`src/adc_result_regs.vh`:
```
`ifndef ADC_RESULT_REGS_VH
`define ADC_RESULT_REGS_VH

// Register offsets in I/O space
`define RESULT_LOW_BYTE_OFFSET    8'h04
`define RESULT_HIGH_BYTE_OFFSET   8'h05
// Added to an I/O offset for data-space access
`define DATA_SPACE_OFFSET         8'h20
// Reset values
`define RESULT_LOW_BYTE_RESET     8'h00
`define RESULT_HIGH_BYTE_RESET    8'h00
`define RESULT_RESET              10'h000
// Answer to an unmapped read
`define UNMAPPED_READ_VALUE       8'h00
// Converter clock cycles per conversion
`define NORMAL_CONVERSION_CYCLES  5'h0d
`define FIRST_CONVERSION_CYCLES   5'h19
// Result field positions, left aligned
`define LEFT_LOW_SHIFT            6
`define LEFT_HIGH_SHIFT           2

`endif

```
`src/converter_clock_prescaler.v`:
```
`timescale 1ns/1ns
`include "adc_result_regs.vh"

module converter_clock_prescaler
(
	// Clock and reset
	input  wire       clk_i,
	input  wire       sys_rst_i,
	// Control
	input  wire       run_i,
	input  wire [2:0] converter_clock_divide_select_i,
	// Converter clock
	output wire       converter_clk_o,
	output wire       converter_tick_o
);

	reg  [5:0] count_reg;
	reg  [5:0] count_next;
	reg        clk_level_reg;
	reg        clk_level_next;
	reg  [5:0] half_period;
	wire       half_done;

	// Half period in system clocks, minus one
	always @*
	begin
		case (converter_clock_divide_select_i)
			3'h0, 3'h1: half_period = 6'h00;
			3'h2:       half_period = 6'h01;
			3'h3:       half_period = 6'h03;
			3'h4:       half_period = 6'h07;
			3'h5:       half_period = 6'h0f;
			3'h6:       half_period = 6'h1f;
			3'h7:       half_period = 6'h3f;
			default:    half_period = 6'h00;
		endcase
	end

	assign half_done = (count_reg >= half_period);

	always @*
	begin
		count_next     = count_reg;
		clk_level_next = clk_level_reg;
		if (!run_i)
		begin
			count_next     = 6'h00;
			clk_level_next = 1'b0;
		end
		else if (half_done)
		begin
			count_next     = 6'h00;
			clk_level_next = ~clk_level_reg;
		end
		else
			count_next = count_reg + 6'h01;
	end

	always @(posedge clk_i)
	begin
		if (sys_rst_i)
		begin
			count_reg     <= 6'h00;
			clk_level_reg <= 1'b0;
		end
		else
		begin
			count_reg     <= count_next;
			clk_level_reg <= clk_level_next;
		end
	end

	// One pulse per converter clock rising edge
	assign converter_tick_o = run_i & half_done & ~clk_level_reg;
	assign converter_clk_o  = clk_level_reg;

endmodule // converter_clock_prescaler

```
`src/adc_result_and_prescaler.v`:
```
`timescale 1ns/1ns
`include "adc_result_regs.vh"

module adc_result_and_prescaler
(
	// Clock and reset
	input  wire       clk_i,
	input  wire       sys_rst_i,
	// Processor register port
	input  wire [7:0] reg_addr_i,
	input  wire       data_space_i,
	input  wire       reg_read_i,
	input  wire       reg_write_i,
	input  wire [7:0] reg_wdata_i,
	output wire [7:0] reg_rdata_o,
	// Converter control
	input  wire       converter_enable_i,
	input  wire       start_conversion_i,
	input  wire       free_running_i,
	input  wire [2:0] converter_clock_divide_select_i,
	input  wire       left_align_select_i,
	input  wire       conversion_done_clear_i,
	// Analog converter side
	input  wire [9:0] result_bits_i,
	output wire       converter_clk_o,
	// Status
	output wire       conversion_busy_o,
	output wire       conversion_done_flag_o,
	output wire       result_locked_o
);

	localparam ST_IDLE    = 1'b0;
	localparam ST_CONVERT = 1'b1;

	// Register address match for I/O or data-space access
	function addr_hit;
		input [7:0] addr;
		input       data_space;
		input [7:0] offset;
		begin
			if (data_space)
				addr_hit = (addr == offset + `DATA_SPACE_OFFSET);
			else
				addr_hit = (addr == offset);
		end
	endfunction

	// Presented byte of the stored result
	function [7:0] present_byte;
		input [9:0] result;
		input       left;
		input       high;
		begin
			if (left && high)
				present_byte = result[9:`LEFT_HIGH_SHIFT];
			else if (left)
				present_byte = {result[1:0], 6'h00};
			else if (high)
				present_byte = {6'h00, result[9:8]};
			else
				present_byte = result[7:0];
		end
	endfunction

	reg  [9:0] sample_meta_reg;
	reg  [9:0] sample_sync_reg;
	reg        state_reg;
	reg        state_next;
	reg  [4:0] cycle_count_reg;
	reg  [4:0] cycle_count_next;
	reg  [4:0] cycle_target_reg;
	reg  [4:0] cycle_target_next;
	reg        first_pending_reg;
	reg        first_pending_next;
	reg        enable_seen_reg;
	reg  [9:0] result_reg;
	reg  [9:0] result_next;
	reg        lock_reg;
	reg        lock_next;
	reg        done_flag_reg;
	reg        done_flag_next;
	reg  [7:0] rdata_reg;
	reg  [7:0] rdata_next;
	reg        finish;
	wire       converter_tick;
	wire       low_hit;
	wire       high_hit;

	converter_clock_prescaler u_prescaler
	(
		.clk_i                           (clk_i),
		.sys_rst_i                       (sys_rst_i),
		.run_i                           (converter_enable_i),
		.converter_clock_divide_select_i (converter_clock_divide_select_i),
		.converter_clk_o                 (converter_clk_o),
		.converter_tick_o                (converter_tick)
	);

	assign low_hit  = addr_hit(reg_addr_i, data_space_i,
	                           `RESULT_LOW_BYTE_OFFSET);
	assign high_hit = addr_hit(reg_addr_i, data_space_i,
	                           `RESULT_HIGH_BYTE_OFFSET);

	// Conversion sequencer
	always @*
	begin
		state_next         = state_reg;
		cycle_count_next   = cycle_count_reg;
		cycle_target_next  = cycle_target_reg;
		first_pending_next = first_pending_reg;
		finish             = 1'b0;
		if (converter_enable_i && !enable_seen_reg)
			first_pending_next = 1'b1;
		case (state_reg)
			ST_IDLE:
			begin
				if (converter_enable_i && start_conversion_i)
				begin
					state_next       = ST_CONVERT;
					cycle_count_next = 5'h00;
					if (first_pending_next)
						cycle_target_next = `FIRST_CONVERSION_CYCLES;
					else
						cycle_target_next = `NORMAL_CONVERSION_CYCLES;
					first_pending_next = 1'b0;
				end
			end
			ST_CONVERT:
			begin
				if (!converter_enable_i)
					state_next = ST_IDLE;
				else if (converter_tick)
				begin
					if (cycle_count_reg == cycle_target_reg - 5'h01)
					begin
						finish           = 1'b1;
						cycle_count_next = 5'h00;
						cycle_target_next = `NORMAL_CONVERSION_CYCLES;
						if (!free_running_i)
							state_next = ST_IDLE;
					end
					else
						cycle_count_next = cycle_count_reg + 5'h01;
				end
			end
			default:
				state_next = ST_IDLE;
		endcase
	end

	// Result store, lock and done flag
	always @*
	begin
		result_next    = result_reg;
		lock_next      = lock_reg;
		done_flag_next = done_flag_reg;
		rdata_next     = `UNMAPPED_READ_VALUE;
		if (reg_read_i && low_hit)
		begin
			rdata_next = present_byte(result_reg, left_align_select_i,
			                          1'b0);
			lock_next  = 1'b1;
		end
		else if (reg_read_i && high_hit)
		begin
			rdata_next = present_byte(result_reg, left_align_select_i,
			                          1'b1);
			lock_next  = 1'b0;
		end
		if (conversion_done_clear_i)
			done_flag_next = 1'b0;
		if (finish)
		begin
			done_flag_next = 1'b1;
			if (!lock_reg)
				result_next = sample_sync_reg;
		end
		// Locked results keep their value, new result is lost
	end

	always @(posedge clk_i)
	begin
		if (sys_rst_i)
		begin
			sample_meta_reg   <= `RESULT_RESET;
			sample_sync_reg   <= `RESULT_RESET;
			state_reg         <= ST_IDLE;
			cycle_count_reg   <= 5'h00;
			cycle_target_reg  <= `NORMAL_CONVERSION_CYCLES;
			first_pending_reg <= 1'b0;
			enable_seen_reg   <= 1'b0;
			result_reg        <= `RESULT_RESET;
			lock_reg          <= 1'b0;
			done_flag_reg     <= 1'b0;
			rdata_reg         <= `UNMAPPED_READ_VALUE;
		end
		else
		begin
			sample_meta_reg   <= result_bits_i;
			sample_sync_reg   <= sample_meta_reg;
			state_reg         <= state_next;
			cycle_count_reg   <= cycle_count_next;
			cycle_target_reg  <= cycle_target_next;
			first_pending_reg <= first_pending_next & converter_enable_i;
			enable_seen_reg   <= converter_enable_i;
			result_reg        <= result_next;
			lock_reg          <= lock_next;
			done_flag_reg     <= done_flag_next;
			rdata_reg         <= rdata_next;
		end
	end

	// Writes are ignored: result bytes are read-only
	assign reg_rdata_o            = rdata_reg;
	assign conversion_busy_o      = (state_reg == ST_CONVERT);
	assign conversion_done_flag_o = done_flag_reg;
	assign result_locked_o        = lock_reg;

endmodule // adc_result_and_prescaler

```
`config.mk`:
```
export PLATFORM = sky130hd
export DESIGN_NAME = adc_result_and_prescaler
export DESIGN_NICKNAME = d
export VERILOG_FILES = /design/src/converter_clock_prescaler.v /design/src/adc_result_and_prescaler.v
export VERILOG_INCLUDE_DIRS = /design/src /design/src/src
export SDC_FILE = /design/constraint.sdc
export NUM_CORES = 1
export LEC_CHECK = 0
export ABC_CLOCK_PERIOD_IN_PS = 3300
export BUFFER_PORTS_ARGS = -buffer_cell sky130_fd_sc_hd__buf_2
export CAP_MARGIN = 5
export CORE_AREA = 2 2 84 86
export DETAILED_ROUTE_END_ITERATION = 16
export DIE_AREA = 0 0 86 88
export SLEW_MARGIN = 30
export SYNTH_ARGS = -nofsm -noshare
export SYNTH_HDL_FRONTEND = slang
export SYNTH_HIERARCHICAL = 1
export SYNTH_SLANG_ARGS = --single-unit
```
`constraint.sdc`:
```
create_clock -name clk_i -period 3.3 [get_ports clk_i]
set_clock_uncertainty 0.2 [all_clocks]
set_input_delay 0.33 -clock clk_i [delete_from_list [all_inputs] [get_ports clk_i]]
set_output_delay 0.33 -clock clk_i [all_outputs]
set_load 0.02 [all_outputs]
```
==> results.py, run 1 <==
metrics = {
    "placed_design": {
        "placed_area_um2": 2560,
        "placement.setup.worst_slack_ns": 0.349,
        "io_buffers": 41,
        "dpl.cell_count": 347,
        "hpwlAfterDp_um": 2870,
        "gp_congestion": 0.743,
    },
    "timing": {
        "max_slew.worst_pin.slew_ns": 0.560,
        "fmax_mhz": 385,
        "setup_ws_ns": 0.702,
        "rsz_0062_raised_after_global_routing": "no",
        "finalMaxSlewViolations": 0,
        "hold_viol_final": 0,
        "max_slew_margin": 0.624,
        "hold_ws_ns": 0.0197,
        "number_of_failing_setup_endpoints_in_the_final_timing_report": 0,
        "period_needed_ns": 2.60,
        "final.setup.tns_ns": 0,
        "final.period_utilization": 0.787,
    },
    "global_routing": {
        "grt_start_max_net_pins": 33,
        "grt_antenna_before_repair": 0,
        "grt_pass1_wl_um": 7020,
        "overflow": 0,
        "grt_util_all_layers": 0.120,
        "via_count_of_the_first_global_routing_pass": 1587,
    },
    "run_status": {
        "run_status": "finished clean",
    },
    "setup_path": {
        "critPathArrivalTime_ns": 2.61,
        "crit_path_max_fanout": 10,
        "critical_path.endpoint_type": "flop",
        "crit_path_start_kind": "flop",
        "type_of_the_setup_path_with_the_least_slack": "flop to flop",
        "required_time_at_the_endpoint_of_the_critical_path_ns": 3.31,
    },
    "clocking": {
        "cts_post_setup_buffers_inserted": 0,
        "htreeDepth": 3,
        "clock_sinks": 57,
        "clk_pin_slew_worst_paths_ns": 0.06,
        "clkLatencyLatePin_ns": 0.33,
        "cts_tree": "built",
        "holdBufCountCts": 6,
        "cts_root_buffer": "clkbuf_8",
        "cts_max_path_buffers": 2,
        "cts_made_buffers": 9,
        "cts_repair_resize_count": 0,
    },
    "synth": {
        "syn_avg_cell_area_um2": 9.83,
        "synth_async_sr_flop_share": 0,
        "yosysWarningCount": 6,
        "syn-cell-area_um2": 2280,
        "syn-instance-count": 232,
        "synth.yosys.seq_area_share": 0.500,
        "mappedNetlistNets": 280,
        "yosysUniqueCellTypes": 42,
        "cell_types_with_the_largest_area_share_after_synthesis": "dfxtp_1 50%, mux2i_1 7.5%, nor2b_1 6.0%, nor2_1 5.6%, ha_1 4.9%",
        "synth-edff-count": 0,
        "synth_largest_area_cell": "dfxtp_1",
        "synth_flop_cell": "dfxtp_1",
        "synth.top_cell.area_share": 0.500,
        "synth-seq-cells": 57,
    },
    "route": {
        "drt_iter0_drc": 75,
        "finalWirelength_um": 4040,
        "postRouteAntennaNets": 0,
        "num_vias": 1680,
        "wl_per_cell_um": 10.9,
        "viasPerCell": 4.55,
        "post-route-drc-count": 0,
        "first_pass_iteration_count_of_the_detailed_router": 6,
    },
    "pwr": {
        "report.power.total_mw": 1.35,
        "power_density_nw_per_um2": 483,
        "ir_worst_vdd_mv": 0.155,
        "total_leakage_power_nw": 1.16,
    },
    "layout": {
        "nets": 332,
        "stdcell_count": 369,
        "filler_cell_count": 652,
        "antennaDiodeCount": 0,
        "layout-drive-gt1-share": 0.225,
        "area_growth_syn_to_layout_pct": 22.5,
        "utilization": 0.421,
        "finalInstanceArea_um2": 2790,
    },
    "floorplan": {
        "coreArea_um2": 6640,
        "die_height_um": 88,
        "ioPinCount": 51,
        "die_w_um": 86,
        "initial_core_util": 0.343,
        "floorplan.rows": 30,
        "dieArea_um2": 7570,
    },
    "job": {
        "cap_violations": 0,
    },
    "min_path": {
        "timing.hold.worst.class": "primary input to flop",
    },
}
final timing paths:
kind / slack [ns] / cells past startpoint / endpoint / startpoint
max reg2reg: 0.70 / 11 / result_reg[2]$_SDFFE_PP0P_ / u_prescaler/count_reg[0]$_SDFF_PP0_
min: 0.02 / 2 / sample_meta_reg[3]$_SDFF_PP0_ / result_bits_i[3]
max: 0.70 / 11 / result_reg[2]$_SDFFE_PP0P_ / u_prescaler/count_reg[0]$_SDFF_PP0_
min reg2reg: 0.24 / 1 / sample_sync_reg[5]$_SDFF_PP0_ / sample_meta_reg[5]$_SDFF_PP0_
cells by family (layout without fill, tap and decap cells):
logic type	Yosys count	after routing	share of synthesized area
compound gates	32	32	0.0916
xor+xnor	7	7	0.0335
fa+ha+maj	9	9	0.0494
buf+inv	16	73	0.0307
flops	57	57	0.500
mux	17	17	0.0746
simple gates	94	94	0.220
per-layer routing:
| metal | vias up | share of wire | GRT usage |
|---|---|---|---|
| met5 | - | 0 | 0 |
| li1 | 888 | - | - |
| met4 | 0 | 0.024 | 0.0693 |
| met1 | 742 | 0.49 | 0.153 |
| met3 | 9 | 0.057 | 0.0481 |
| met2 | 41 | 0.43 | 0.171 |
cell usage after synthesis, types with 2 or more instances:
master / number
and2_1: 2
nand2_1: 6
dfxtp_1: 57
xnor2_1: 3
mux2i_1: 17
a21oi_1: 12
nor2_1: 34
a22oi_1: 4
nor2b_1: 22
and3_1: 2
o21ai_1: 2
clkbuf_1: 5
xor2_1: 2
xnor2_2: 2
buf_2: 2
ha_1: 9
nand3b_1: 4
o21ai_0: 2
nand2b_1: 2
inv_1: 8
nor3_1: 2
nand3_1: 10
a31oi_1: 3
nand4_1: 2
where the power goes:
part / internal (mW) / switching, mW / leakage (nW)
Sequential: 0.705 / 0.00655 / 0.465
Combinational: 0.0438 / 0.0415 / 0.611
Clock: 0.289 / 0.265 / 0.0891
cells in the final DEF (no fill, tap or decap), drive strengths merged, types with 8 or more instances in the layout:
| cell type | count |
|---|---|
| dfxtp | 57 |
| buf | 43 |
| nor2 | 34 |
| nor2b | 22 |
| mux2i | 17 |
| a21oi | 13 |
| clkbuf | 11 |
| nand3 | 10 |
| ha | 9 |
| inv | 8 |
layout make-up:
cell class	instances	area (µm²)	area share
repair buffers	49	280	0.100
flip-flops and latches	57	1140	0.408
clock buffers	11	141	0.0506
clock inverters	5	31.3	0.0112
inverters	8	30.0	0.0107
well taps	80	100	0.0358
multi-input cells	159	1070	0.383
worst max-delay path: stages, from the launching register on:
cell,delay (ns)
dfxtp_1,0.38
inv_1,0.06
ha_1,0.27
nand2b_4,0.11
a21oi_2,0.06
o21a_4,0.23
nor3b_2,0.21
nand3_1,0.19
and4bb_1,0.31
buf_4,0.21
mux2i_1,0.20
nor2_1,0.05
Note: power is estimated with default switching activity, not from simulation.
==> run 2: changes to the inputs <==
--- a/config.mk
+++ b/config.mk
@@ -6,7 +6,7 @@
 export SDC_FILE = /design/constraint.sdc
 export NUM_CORES = 1
 export LEC_CHECK = 0
-export ABC_CLOCK_PERIOD_IN_PS = 3300
+export ABC_CLOCK_PERIOD_IN_PS = 2500
 export BUFFER_PORTS_ARGS = -buffer_cell sky130_fd_sc_hd__buf_2
 export CAP_MARGIN = 5
 export CORE_AREA = 2 2 84 86
==> constraint.sdc (replaced) <==
create_clock -name clk_i -period 2.5 [get_ports clk_i]
set_clock_uncertainty 0.2 [all_clocks]
set_input_delay 0.25 -clock clk_i [delete_from_list [all_inputs] [get_ports clk_i]]
set_output_delay 0.25 -clock clk_i [all_outputs]
set_load 0.02 [all_outputs]
==> results.py, run 2 (synthesized netlist as in run 1, its figures left out) <==
metrics = {
    "floorplan": {
        "coreArea_um2": 6640,
        "die_height_um": 88,
        "dieArea_um2": 7570,
        "ioPinCount": 51,
        "floorplan.rows": 30,
        "die_w_um": 86,
        "initial_core_util": 0.343,
    },
    "placed_design": {
        "io_buffers": 41,
        "placement.setup.worst_slack_ns": -0.214,
        "hpwlAfterDp_um": 2950,
        "gp_congestion": 0.740,
        "dpl.cell_count": 354,
        "placed_area_um2": 2630,
    },
    "pwr": {
        "total_leakage_power_nw": 1.27,
        "power_density_nw_per_um2": 624,
        "ir_worst_vdd_mv": 0.235,
    },
    "route": {
        "first_pass_iteration_count_of_the_detailed_router": 3,
        "post-route-drc-count": 0,
        "drt_iter0_drc": 93,
        "postRouteAntennaNets": 0,
        "num_vias": 1738,
        "viasPerCell": 4.49,
        "wl_per_cell_um": 11.4,
        "finalWirelength_um": 4430,
    },
    "global_routing": {
        "overflow": 0,
        "grt_antenna_before_repair": 0,
        "grt_pass1_wl_um": 7630,
        "grt_util_all_layers": 0.131,
        "grt_start_max_net_pins": 37,
        "via_count_of_the_first_global_routing_pass": 1698,
    },
    "timing": {
        "fmax_mhz": 414,
        "number_of_failing_setup_endpoints_in_the_final_timing_report": 0,
        "setup_ws_ns": 0.0822,
        "max_slew_margin": 0.700,
        "hold_viol_final": 0,
        "period_needed_ns": 2.42,
        "max_slew.worst_pin.slew_ns": 0.448,
        "hold_ws_ns": 0.00345,
        "rsz_0062_raised_after_global_routing": "yes",
        "finalMaxSlewViolations": 0,
        "final.period_utilization": 0.967,
    },
    "setup_path": {
        "critPathArrivalTime_ns": 2.43,
        "type_of_the_setup_path_with_the_least_slack": "flop to flop",
        "critical_path.endpoint_type": "flop",
        "timing.critical_path.cells": "inv_2 -> ha_4 -> nand2b_4 -> a21oi_4 -> o21a_4 -> nor3b_4 -> nand3_2 -> and4bb_4 -> buf_12 -> mux2i_1 -> nor2_1",
        "crit_slowest_cell": "and4bb_4",
        "crit_path_max_fanout": 5,
        "required_time_at_the_endpoint_of_the_critical_path_ns": 2.51,
        "worst-r2r-setup-slack_ns": 0.08,
        "crit_path_start_kind": "flop",
        "cp_slowest_stage_delay_ns": 0.38,
        "cp_num_buf_inv": 2,
        "critPathTopFamily": "simple AND/OR/NAND/NOR gates",
    },
    "min_path": {
        "timing.hold.worst.class": "primary input to flop",
    },
    "clocking": {
        "cts_tree": "built",
        "clkLatencyLatePin_ns": 0.34,
        "cts_max_path_buffers": 2,
        "clk_pin_slew_worst_paths_ns": 0.07,
        "cts_made_buffers": 9,
        "cts_root_buffer": "clkbuf_8",
        "htreeDepth": 3,
        "clock_sinks": 57,
    },
    "layout": {
        "utilization": 0.467,
        "stdcell_count": 387,
        "filler_cell_count": 637,
        "finalInstanceArea_um2": 3100,
        "commonest_non_fill_non_tap_cells_in_the_layout": "53 x dfxtp_1, 41 x buf_2, 34 x nor2_1, 22 x nor2b_1, 17 x mux2i_1",
        "nets": 351,
        "antennaDiodeCount": 0,
        "layout_commonest_cell": "dfxtp_1",
        "area_growth_syn_to_layout_pct": 36.0,
        "layout-drive-gt1-share": 0.290,
    },
    "job": {
        "cap_violations": 0,
    },
    "run_status": {
        "run_status": "finished clean",
    },
}
-- run 2: metal layers --
layer | global-route usage | vias to the layer above | share of wire
li1 | - | 927 | -
met1 | 0.160 | 763 | 0.49
met3 | 0.0405 | 7 | 0.052
met2 | 0.202 | 41 | 0.43
met4 | 0.0779 | 0 | 0.021
met5 | 0 | - | 0
-- run 2: final cells by class --
type,instances,area [µm²],share of cell area
clock buffer,13,159,0.0512
clock inverter,2,37.5,0.0121
inverter,8,30.0,0.00968
multi-input combinational,159,1150,0.372
sequential,57,1150,0.370
tap,80,100,0.0323
timing repair buffer,68,473,0.152
-- run 2: final timing paths --
| check | start | to | cells past startpoint |
|---|---|---|---|
| min reg2reg | sample_meta_reg[7]$_SDFF_PP0_ | sample_sync_reg[7]$_SDFF_PP0_ | 1 |
| min | conversion_done_clear_i | conversion_done_flag_o$_SDFFE_PP0P_ | 4 |
| max | u_prescaler/count_reg[0]$_SDFF_PP0_ | result_reg[1]$_SDFFE_PP0P_ | 11 |
| max reg2reg | u_prescaler/count_reg[0]$_SDFF_PP0_ | result_reg[1]$_SDFFE_PP0P_ | 11 |
-- run 2: repair_timing --
action | in CTS | in global routing
endpoints found under the setup margin | 3 | 17
buffers inserted | 4 | 0
pin swaps | 8 | 9
cloned | 1 | 0
endpoints found under the hold margin | 15 | 0
resized for setup | 10 | 11
hold buffers | 13 | 0
-- run 2: stage by stage --
step / TNS [ns] / power (mW)
CTS: 0 / 1.94
detailed placement: -2.59 / 1.07
floorplan: 0 / 1.03
finish: 0 / 1.94
global placement: -1.62 / 1.07
global route: -0.249 / 2.02
-- run 2: worst min-delay path, delay by kind of cell --
kind                   cells  cell delay, ns
buffers and inverters      2            0.13
and+or+nand+nor            1            0.07
AOI/OAI and AO/OA          1            0.05
-- run 2: report_power, final --
part	internal (mW)	total, mW	switching, mW
sequential	0.929	0.938	0.00875
combinational	0.0771	0.142	0.0654
clock	0.510	0.856	0.346
total	1.52	1.94	0.420
